### src/core/ccd_consts.svh
`ifndef CCD_CONSTS_SVH
`define CCD_CONSTS_SVH

// ****************************************
// widths
// ****************************************
`define CCD_SAMPLE_W 14
`define CCD_CNT_W 8
`define CCD_EXP_W 4

// ****************************************
// filter, baseline and piso count
// ****************************************
`define CCD_MA_TAPS 8
`define CCD_MA_SHIFT 3
`define CCD_BASE_LEN 32
`define CCD_BASE_SHIFT 5
`define CCD_PISO_NUM 6

// ****************************************
// piso slot positions
// ****************************************
`define CCD_PISO_BASE 0
`define CCD_PISO_FAST 1
`define CCD_PISO_SLOW 2
`define CCD_PISO_FCOR 3
`define CCD_PISO_SCOR 4
`define CCD_PISO_CLASS 5

`endif

### src/core/ccd_pkg.sv
`include "ccd_consts.svh"
package ccd_pkg;
	typedef enum logic [1:0] {
		ST_IDLE = 2'b00,
		ST_INTEG = 2'b01,
		ST_CORRECT = 2'b10,
		ST_COMPARE = 2'b11
	} state_type;

	typedef struct packed {
		logic [`CCD_SAMPLE_W-1:0] threshold;
		logic [`CCD_CNT_W-1:0] alpha;
		logic [`CCD_CNT_W-1:0] beta;
		logic [`CCD_CNT_W-1:0] delta;
		logic [`CCD_EXP_W-1:0] scaleExp;
	} config_type;
endpackage

### src/core/moving_average.sv
`timescale 1ns/1ps
`default_nettype none
`include "ccd_consts.svh"
module moving_average #(
	parameter int SAMPLE_W = `CCD_SAMPLE_W
) (
	input wire logic mclk,
	input wire logic reset,
	input wire logic clkEn,
	input wire logic inValid,
	input wire logic [SAMPLE_W-1:0] inSample,
	output logic outValid,
	output logic [SAMPLE_W-1:0] outAvg
);
	localparam int SUM_W = SAMPLE_W + `CCD_MA_SHIFT;

	logic [SAMPLE_W-1:0] tap_q [`CCD_MA_TAPS];
	logic [SAMPLE_W-1:0] tap_d [`CCD_MA_TAPS];
	logic [SUM_W-1:0] sum_q, sum_d;
	logic valid_q, valid_d;

	always_comb begin
		tap_d = tap_q;
		sum_d = sum_q;
		valid_d = 1'b0;
		if (inValid) begin
			tap_d[0] = inSample;
			for (int i = 1; i < `CCD_MA_TAPS; i++) begin
				tap_d[i] = tap_q[i-1];
			end
			sum_d = sum_q + SUM_W'(inSample)
				- SUM_W'(tap_q[`CCD_MA_TAPS-1]);
			valid_d = 1'b1;
		end
	end

	always_ff @(posedge mclk) begin
		if (reset) begin
			for (int i = 0; i < `CCD_MA_TAPS; i++) begin
				tap_q[i] <= '0;
			end
			sum_q <= '0;
			valid_q <= 1'b0;
		end else if (clkEn) begin
			tap_q <= tap_d;
			sum_q <= sum_d;
			valid_q <= valid_d;
		end
	end

	assign outValid = valid_q;
	assign outAvg = sum_q[SUM_W-1:`CCD_MA_SHIFT];
endmodule
`default_nettype wire

### src/core/charge_ratio_discriminator.sv
`timescale 1ns/1ps
`default_nettype none
`include "ccd_consts.svh"
module charge_ratio_discriminator #(
	parameter int SAMPLE_W = `CCD_SAMPLE_W,
	parameter int CNT_W = `CCD_CNT_W
) (
	input wire logic mclk,
	input wire logic reset,
	input wire logic clkEn,
	input wire logic sampleValid,
	input wire logic [SAMPLE_W-1:0] sample,
	input wire ccd_pkg::config_type cfg,
	input wire logic pisoShift,
	output logic triggerReq,
	output logic resultValid,
	output logic isNeutron,
	output logic [`CCD_PISO_NUM-1:0] pisoBit
);
	import ccd_pkg::*;

	localparam int SUM_W = SAMPLE_W + CNT_W;
	localparam int COR_W = SUM_W + 1;
	localparam int PROD_W = COR_W + CNT_W;
	localparam int BPTR_W = $clog2(`CCD_BASE_LEN);

	// ****************************************
	// elaboration checks
	// ****************************************
	generate
		if (SAMPLE_W != `CCD_SAMPLE_W || CNT_W != `CCD_CNT_W) begin : g_chk
			$error("widths must match the config_type fields");
		end
	endgenerate

	// ****************************************
	// smoothing and threshold
	// ****************************************
	logic maValid;
	logic [SAMPLE_W-1:0] maAvg;

	moving_average #(
		.SAMPLE_W(SAMPLE_W)
	) u_ma (
		.mclk(mclk),
		.reset(reset),
		.clkEn(clkEn),
		.inValid(sampleValid),
		.inSample(sample),
		.outValid(maValid),
		.outAvg(maAvg)
	);

	logic above_q, above_d;
	logic crossPulse;

	// rising crossing only; must fall below to rearm
	always_comb begin
		above_d = above_q;
		if (maValid) begin
			above_d = (maAvg >= cfg.threshold);
		end
	end
	assign crossPulse = maValid && !above_q && (maAvg >= cfg.threshold);

	// ****************************************
	// baseline history
	// ****************************************
	logic [SAMPLE_W-1:0] hist_q [`CCD_BASE_LEN];
	logic [SAMPLE_W-1:0] hist_d [`CCD_BASE_LEN];
	logic [BPTR_W-1:0] hptr_q, hptr_d;
	logic [SUM_W-1:0] baseRun_q, baseRun_d;

	// running 32-sample sum, add new minus oldest
	always_comb begin
		hist_d = hist_q;
		hptr_d = hptr_q;
		baseRun_d = baseRun_q;
		if (sampleValid) begin
			hist_d[hptr_q] = sample;
			hptr_d = hptr_q + 1'b1;
			baseRun_d = baseRun_q + SUM_W'(sample)
				- SUM_W'(hist_q[hptr_q]);
		end
	end

	// ****************************************
	// controller, integrators, correction
	// ****************************************
	state_type state_q, state_d;
	logic [CNT_W-1:0] cnt_q, cnt_d;
	logic [SUM_W-1:0] fast_q, fast_d, slow_q, slow_d, base_q, base_d;
	logic fastDone_q, fastDone_d, slowDone_q, slowDone_d;
	logic baseDone_q, baseDone_d;
	logic signed [COR_W-1:0] corF_q, corF_d, corS_q, corS_d;
	logic trig_q, trig_d, rv_q, rv_d, neut_q, neut_d;
	logic [COR_W-1:0] piso_q [`CCD_PISO_NUM];
	logic [COR_W-1:0] piso_d [`CCD_PISO_NUM];
	logic [CNT_W-1:0] nIdx;
	logic [SAMPLE_W-1:0] meanBase;
	logic signed [PROD_W-1:0] rhs;
	logic neutronNow;

	assign nIdx = cnt_q + 1'b1;

	// sum minus count times mean; product kept at full sum width
	function automatic logic signed [COR_W-1:0] pedestal(
		input logic [SUM_W-1:0] total,
		input logic [CNT_W-1:0] count,
		input logic [SAMPLE_W-1:0] mean
	);
		logic [SUM_W-1:0] ped;
		ped = SUM_W'(count) * SUM_W'(mean);
		return $signed({1'b0, total}) - $signed({1'b0, ped});
	endfunction
	// mean baseline is the sum over 32
	assign meanBase = base_q[SAMPLE_W+`CCD_BASE_SHIFT-1:`CCD_BASE_SHIFT];
	// fast term scaled by 2^-scaleExp so delta stays integer
	assign rhs = (PROD_W'($signed({1'b0, cfg.delta})) * PROD_W'(corF_q))
		>>> cfg.scaleExp;
	// neutron when corrected slow reaches delta times fast
	assign neutronNow = PROD_W'(corS_q) >= rhs;

	always_comb begin
		state_d = state_q;
		cnt_d = cnt_q;
		fast_d = fast_q;
		slow_d = slow_q;
		base_d = base_q;
		fastDone_d = fastDone_q;
		slowDone_d = slowDone_q;
		baseDone_d = baseDone_q;
		corF_d = corF_q;
		corS_d = corS_q;
		trig_d = 1'b0;
		rv_d = 1'b0;
		neut_d = neut_q;
		piso_d = piso_q;
		if (pisoShift) begin
			for (int i = 0; i < `CCD_PISO_NUM; i++) begin
				piso_d[i] = {piso_q[i][COR_W-2:0], 1'b0};
			end
		end
		// fixed sequence: idle, integrate, correct, compare
		unique case (state_q)
			ST_IDLE: begin
				if (crossPulse) begin
					// freeze the 32 samples before the trigger
					base_d = baseRun_q;
					// baseline done at the trigger point
					baseDone_d = 1'b1;
					fast_d = '0;
					slow_d = '0;
					cnt_d = '0;
					fastDone_d = (cfg.alpha == '0);
					slowDone_d = (cfg.beta <= cfg.alpha);
					state_d = ST_INTEG;
				end
			end
			ST_INTEG: begin
				if (sampleValid && !(fastDone_q && slowDone_q)) begin
					cnt_d = nIdx;
					if (nIdx <= cfg.alpha) begin
						fast_d = fast_q + SUM_W'(sample);
					end else if (nIdx <= cfg.beta) begin
						slow_d = slow_q + SUM_W'(sample);
					end
					if (nIdx >= cfg.alpha) begin
						fastDone_d = 1'b1;
					end
					if (nIdx >= cfg.beta) begin
						slowDone_d = 1'b1;
					end
				end
				// match: start correction only when all are done
				if (fastDone_q && slowDone_q && baseDone_q) begin
					state_d = ST_CORRECT;
				end
			end
			ST_CORRECT: begin
				corS_d = pedestal(slow_q, cfg.beta, meanBase);
				corF_d = pedestal(fast_q, cfg.alpha, meanBase);
				state_d = ST_COMPARE;
			end
			ST_COMPARE: begin
				neut_d = neutronNow;
				rv_d = 1'b1;
				// trigger request only for a neutron
				trig_d = neutronNow;
				piso_d[`CCD_PISO_BASE] = COR_W'(base_q);
				piso_d[`CCD_PISO_FAST] = COR_W'(fast_q);
				piso_d[`CCD_PISO_SLOW] = COR_W'(slow_q);
				piso_d[`CCD_PISO_FCOR] = corF_q;
				piso_d[`CCD_PISO_SCOR] = corS_q;
				piso_d[`CCD_PISO_CLASS] = {neutronNow, {(COR_W-1){1'b0}}};
				baseDone_d = 1'b0;
				fastDone_d = 1'b0;
				slowDone_d = 1'b0;
				// back to waiting for the next crossing
				state_d = ST_IDLE;
			end
		endcase
	end

	// ****************************************
	// registers
	// ****************************************
	// cfg is sampled live; the user keeps it still while busy
	always_ff @(posedge mclk) begin
		if (reset) begin
			above_q <= 1'b0;
			for (int i = 0; i < `CCD_BASE_LEN; i++) begin
				hist_q[i] <= '0;
			end
			for (int i = 0; i < `CCD_PISO_NUM; i++) begin
				piso_q[i] <= '0;
			end
			hptr_q <= '0;
			baseRun_q <= '0;
			state_q <= ST_IDLE;
			cnt_q <= '0;
			fast_q <= '0;
			slow_q <= '0;
			base_q <= '0;
			fastDone_q <= 1'b0;
			slowDone_q <= 1'b0;
			baseDone_q <= 1'b0;
			corF_q <= '0;
			corS_q <= '0;
			trig_q <= 1'b0;
			rv_q <= 1'b0;
			neut_q <= 1'b0;
		end else if (clkEn) begin
			above_q <= above_d;
			hist_q <= hist_d;
			hptr_q <= hptr_d;
			baseRun_q <= baseRun_d;
			state_q <= state_d;
			cnt_q <= cnt_d;
			fast_q <= fast_d;
			slow_q <= slow_d;
			base_q <= base_d;
			fastDone_q <= fastDone_d;
			slowDone_q <= slowDone_d;
			baseDone_q <= baseDone_d;
			corF_q <= corF_d;
			corS_q <= corS_d;
			trig_q <= trig_d;
			rv_q <= rv_d;
			neut_q <= neut_d;
			piso_q <= piso_d;
		end
	end

	assign triggerReq = trig_q;
	assign resultValid = rv_q;
	assign isNeutron = neut_q;

	generate
		for (genvar g = 0; g < `CCD_PISO_NUM; g++) begin : g_piso
			assign pisoBit[g] = piso_q[g][COR_W-1];
		end
	endgenerate
endmodule
`default_nettype wire

### config.mk
export PLATFORM = sky130hd
export DESIGN_NAME = charge_ratio_discriminator
export DESIGN_NICKNAME = d
export VERILOG_FILES = /design/src/core/ccd_pkg.sv /design/src/core/moving_average.sv /design/src/core/charge_ratio_discriminator.sv
export VERILOG_INCLUDE_DIRS = /design/src /design/src/core
export SDC_FILE = /design/constraint.sdc
export NUM_CORES = 2
export LEC_CHECK = 0
export BUFFER_PORTS_ARGS = -buffer_cell sky130_fd_sc_hd__buf_2
export CAP_MARGIN = 40
export CORE_MARGIN = 2
export CORE_UTILIZATION = 47
export DETAILED_ROUTE_END_ITERATION = 8
export GPL_ROUTABILITY_DRIVEN = 0
export SYNTH_ARGS = -nofsm -noshare
export SYNTH_HDL_FRONTEND = slang
export SYNTH_SLANG_ARGS = --single-unit
### constraint.sdc
create_clock -name mclk -period 8.8 [get_ports mclk]
set_input_delay 0.88 -clock mclk [delete_from_list [all_inputs] [get_ports mclk]]
set_output_delay 0.88 -clock mclk [all_outputs]
set_load 0.01 [all_outputs]
==> run metrics <==
hpwl dp 107000 µm; r2r setup slk 1230 ps; Worst Path Max Fanout 10; placed cell count 7765; CP arrival 8100 ps; Mapped Nets 7236; buffers added on ports 69; largest net degree at the start of global routing ~220; CP Capture Type flop; YS warnings 0; vias in the first global route roughly 43000; WHS Path Cells 2; commonest non-fill, non-tap cell in the layout nand2_1; clk_skew around 40 ps; Seq cells post-synth 850; Die Wd 346 µm; top_reg_cell synth dfxtp_1; WP data required 9330 ps; Setup Viol. Count Final 0; # H-tree levels 3; Max VDD drop about 0.00014 V; CTS tree built; initial DRC count 3326; CP peak stage delay 690 ps; Reg2Reg Launch Point corF_q[2]; Nets 7051; # IOs 70; minimum clock period 7570 ps; CP Launch Point corF_q[2]; worst-margin pin slew 1090 ps; Area growth syn-to-layout 8.99%; initial antenna violation count 3; non-filler cells, final a little under 8000; unrepaired setup endpoints after global routing no; sequential-to-total area share from yosys stat 0.309; Setup TNS 0 ps; Synth area leaders dfxtp_1, fa_1, nand2_1; root buffer cell clkbuf_16; Post-synth ARST share 0; clock sinks 850; setup bufs post-CTS 0; most frequent cells in the layout nand2_1, dfxtp_1, a21oi_1, inv_1, fa_1; share of cells above drive strength 1 0.0778; path type of the worst min-delay path flop to flop; global-route wire length before repair 248000 µm; Clk pin slew, worst setup/hold paths ~60 ps; Pleak 0.0231 µW; core area 116000 µm²; DRC 0; Final Cycle Share 0.861; drt wl/cell 19.7 µm; Netlist cell types 88; Overflow after GRT 0; top-area cell type share of the netlist area 0.309; synthesized cell area 55000 µm²; Antenna Nets Post-Route 0; post-synthesis instance total 6521; kind of critical path flop to flop; outcome finished clean; std cell rows between 100 and 150; worst skew pair latency 690 ps; DR vias/cell 5.61; Hold Violations, Final 0; ant diodes 0; Power Density 157 nW/µm²; Hold EP u_ma.tap_q[78]; worst reg2reg endpoint triggerReq; total of max-cap violations 0; Slew Limit Headroom 0.276; number of flops mapped to enable cells by yosys 0; die span in y about 350 µm; f_max 132 MHz; via count 44520; Total GRT Usage 0.259; Inserted Clock Buffers 93; FF-to-FF path depth 30; area leader, netlist dfxtp_1; hold path startpoint u_ma.tap_q[92]; Max Root-Sink Buffers 3; Critical Path Source Type flop; Slew Limit Fails 0; Avg Inst Size Synth 8.44 µm²; cts hold-fix bufs 0; routed wire length between 150000 and 200000 µm; CP max stage cell dfxtp_1; PostCTS Resize Cnt 0; die area 120000 µm²; total power 9430 µW; TritonRoute pass-1 iters 6; Initial Util 0.474
worst max-delay path by stage:
stage | endpoint | slack (ps) | cells past startpoint
finish | triggerReq | 1230 | 30
CTS | triggerReq | 1200 | 30
floorplan | triggerReq | 1480 | 28
detailed placement | triggerReq | 590 | 29
global placement | triggerReq | 590 | 29
global route | pisoBit[5] | 790 | 28
stage by stage:
stage / area [µm²] / setup WS [ps] / util / hold slack [ps]
floorplan: 55000 / 1480 / - / 432
global placement: 56200 / 585 / 0.484 / 437
detailed placement: 56600 / 594 / 0.487 / 443
CTS: 60000 / 1200 / 0.516 / 437
global route: 60000 / 793 / 0.516 / 459
finish: 60000 / 1230 / 0.516 / 435
power breakdown:
group          total (µW)  internal, µW  switching (µW)
Clock                4300          2630            1680
Combinational        1150           433             721
Sequential           3980          3920            57.9
final cells by class:
type | instances | area [µm²]
tap | 1524 | 1910
fill | 11111 | 56200
multi-input combinational | 4840 | 34900
inverter | 382 | 1430
timing repair buffer | 169 | 1320
sequential | 850 | 17000
clock inverter | 38 | 703
clock buffer | 132 | 2680
state kept, by name (all words and copies together) (netlist names), 2 cells and up:
signal / count
baseRun_q: 22
hptr_q: 5
hist_q: 448
fast_q: 22
piso_q: 110
u_ma.tap_q: 112
corF_q: 23
corS_q: 23
slow_q: 22
base_q: 22
pisoBit: 6
state_q: 2
cnt_q: 8
u_ma.sum_q: 17
cells by family (layout without fill, tap and decap cells):
kind of cell    after synthesis  count (layout)  synth area share
mux                         270             270            0.0765
xor+xnor                    131             131            0.0208
buf+inv                     831             721            0.0572
fa+ha+maj                   654             654             0.197
compound gates             1354            1354             0.148
flops                       850             850             0.309
simple gates               2431            2431             0.192
cell usage after synthesis (71+ instances only):
library cell,count
clkbuf_1,405
ha_1,300
o21ai_0,91
fa_1,354
nand3_1,89
mux4_2,118
a21oi_1,789
a22oi_1,71
dfxtp_1,850
inv_1,380
a211oi_1,144
xnor2_1,93
nor2_1,297
and2_1,302
nand2_1,1518
mux2i_1,133
worst max-delay path: cells and delay by family (launching register included):
family | cells | cell delay [ps]
and+or+nand+nor | 4 | 760
xor gates and xnor gates | 1 | 210
AOI/OAI and AO/OA | 14 | 2550
buffers and inverters | 2 | 110
adders and majority gates | 7 | 2490
muxes | 2 | 620
DFF | 1 | 690
metal layers:
metal	vias up	track usage	wire (µm)
met1	21659	0.354	69800
met4	0	0.0947	5880
met2	1127	0.423	73200
li1	21492	-	-
met3	242	0.0317	7820
met5	-	0	0
No activity file was read; power rests on OpenSTA's default activity.
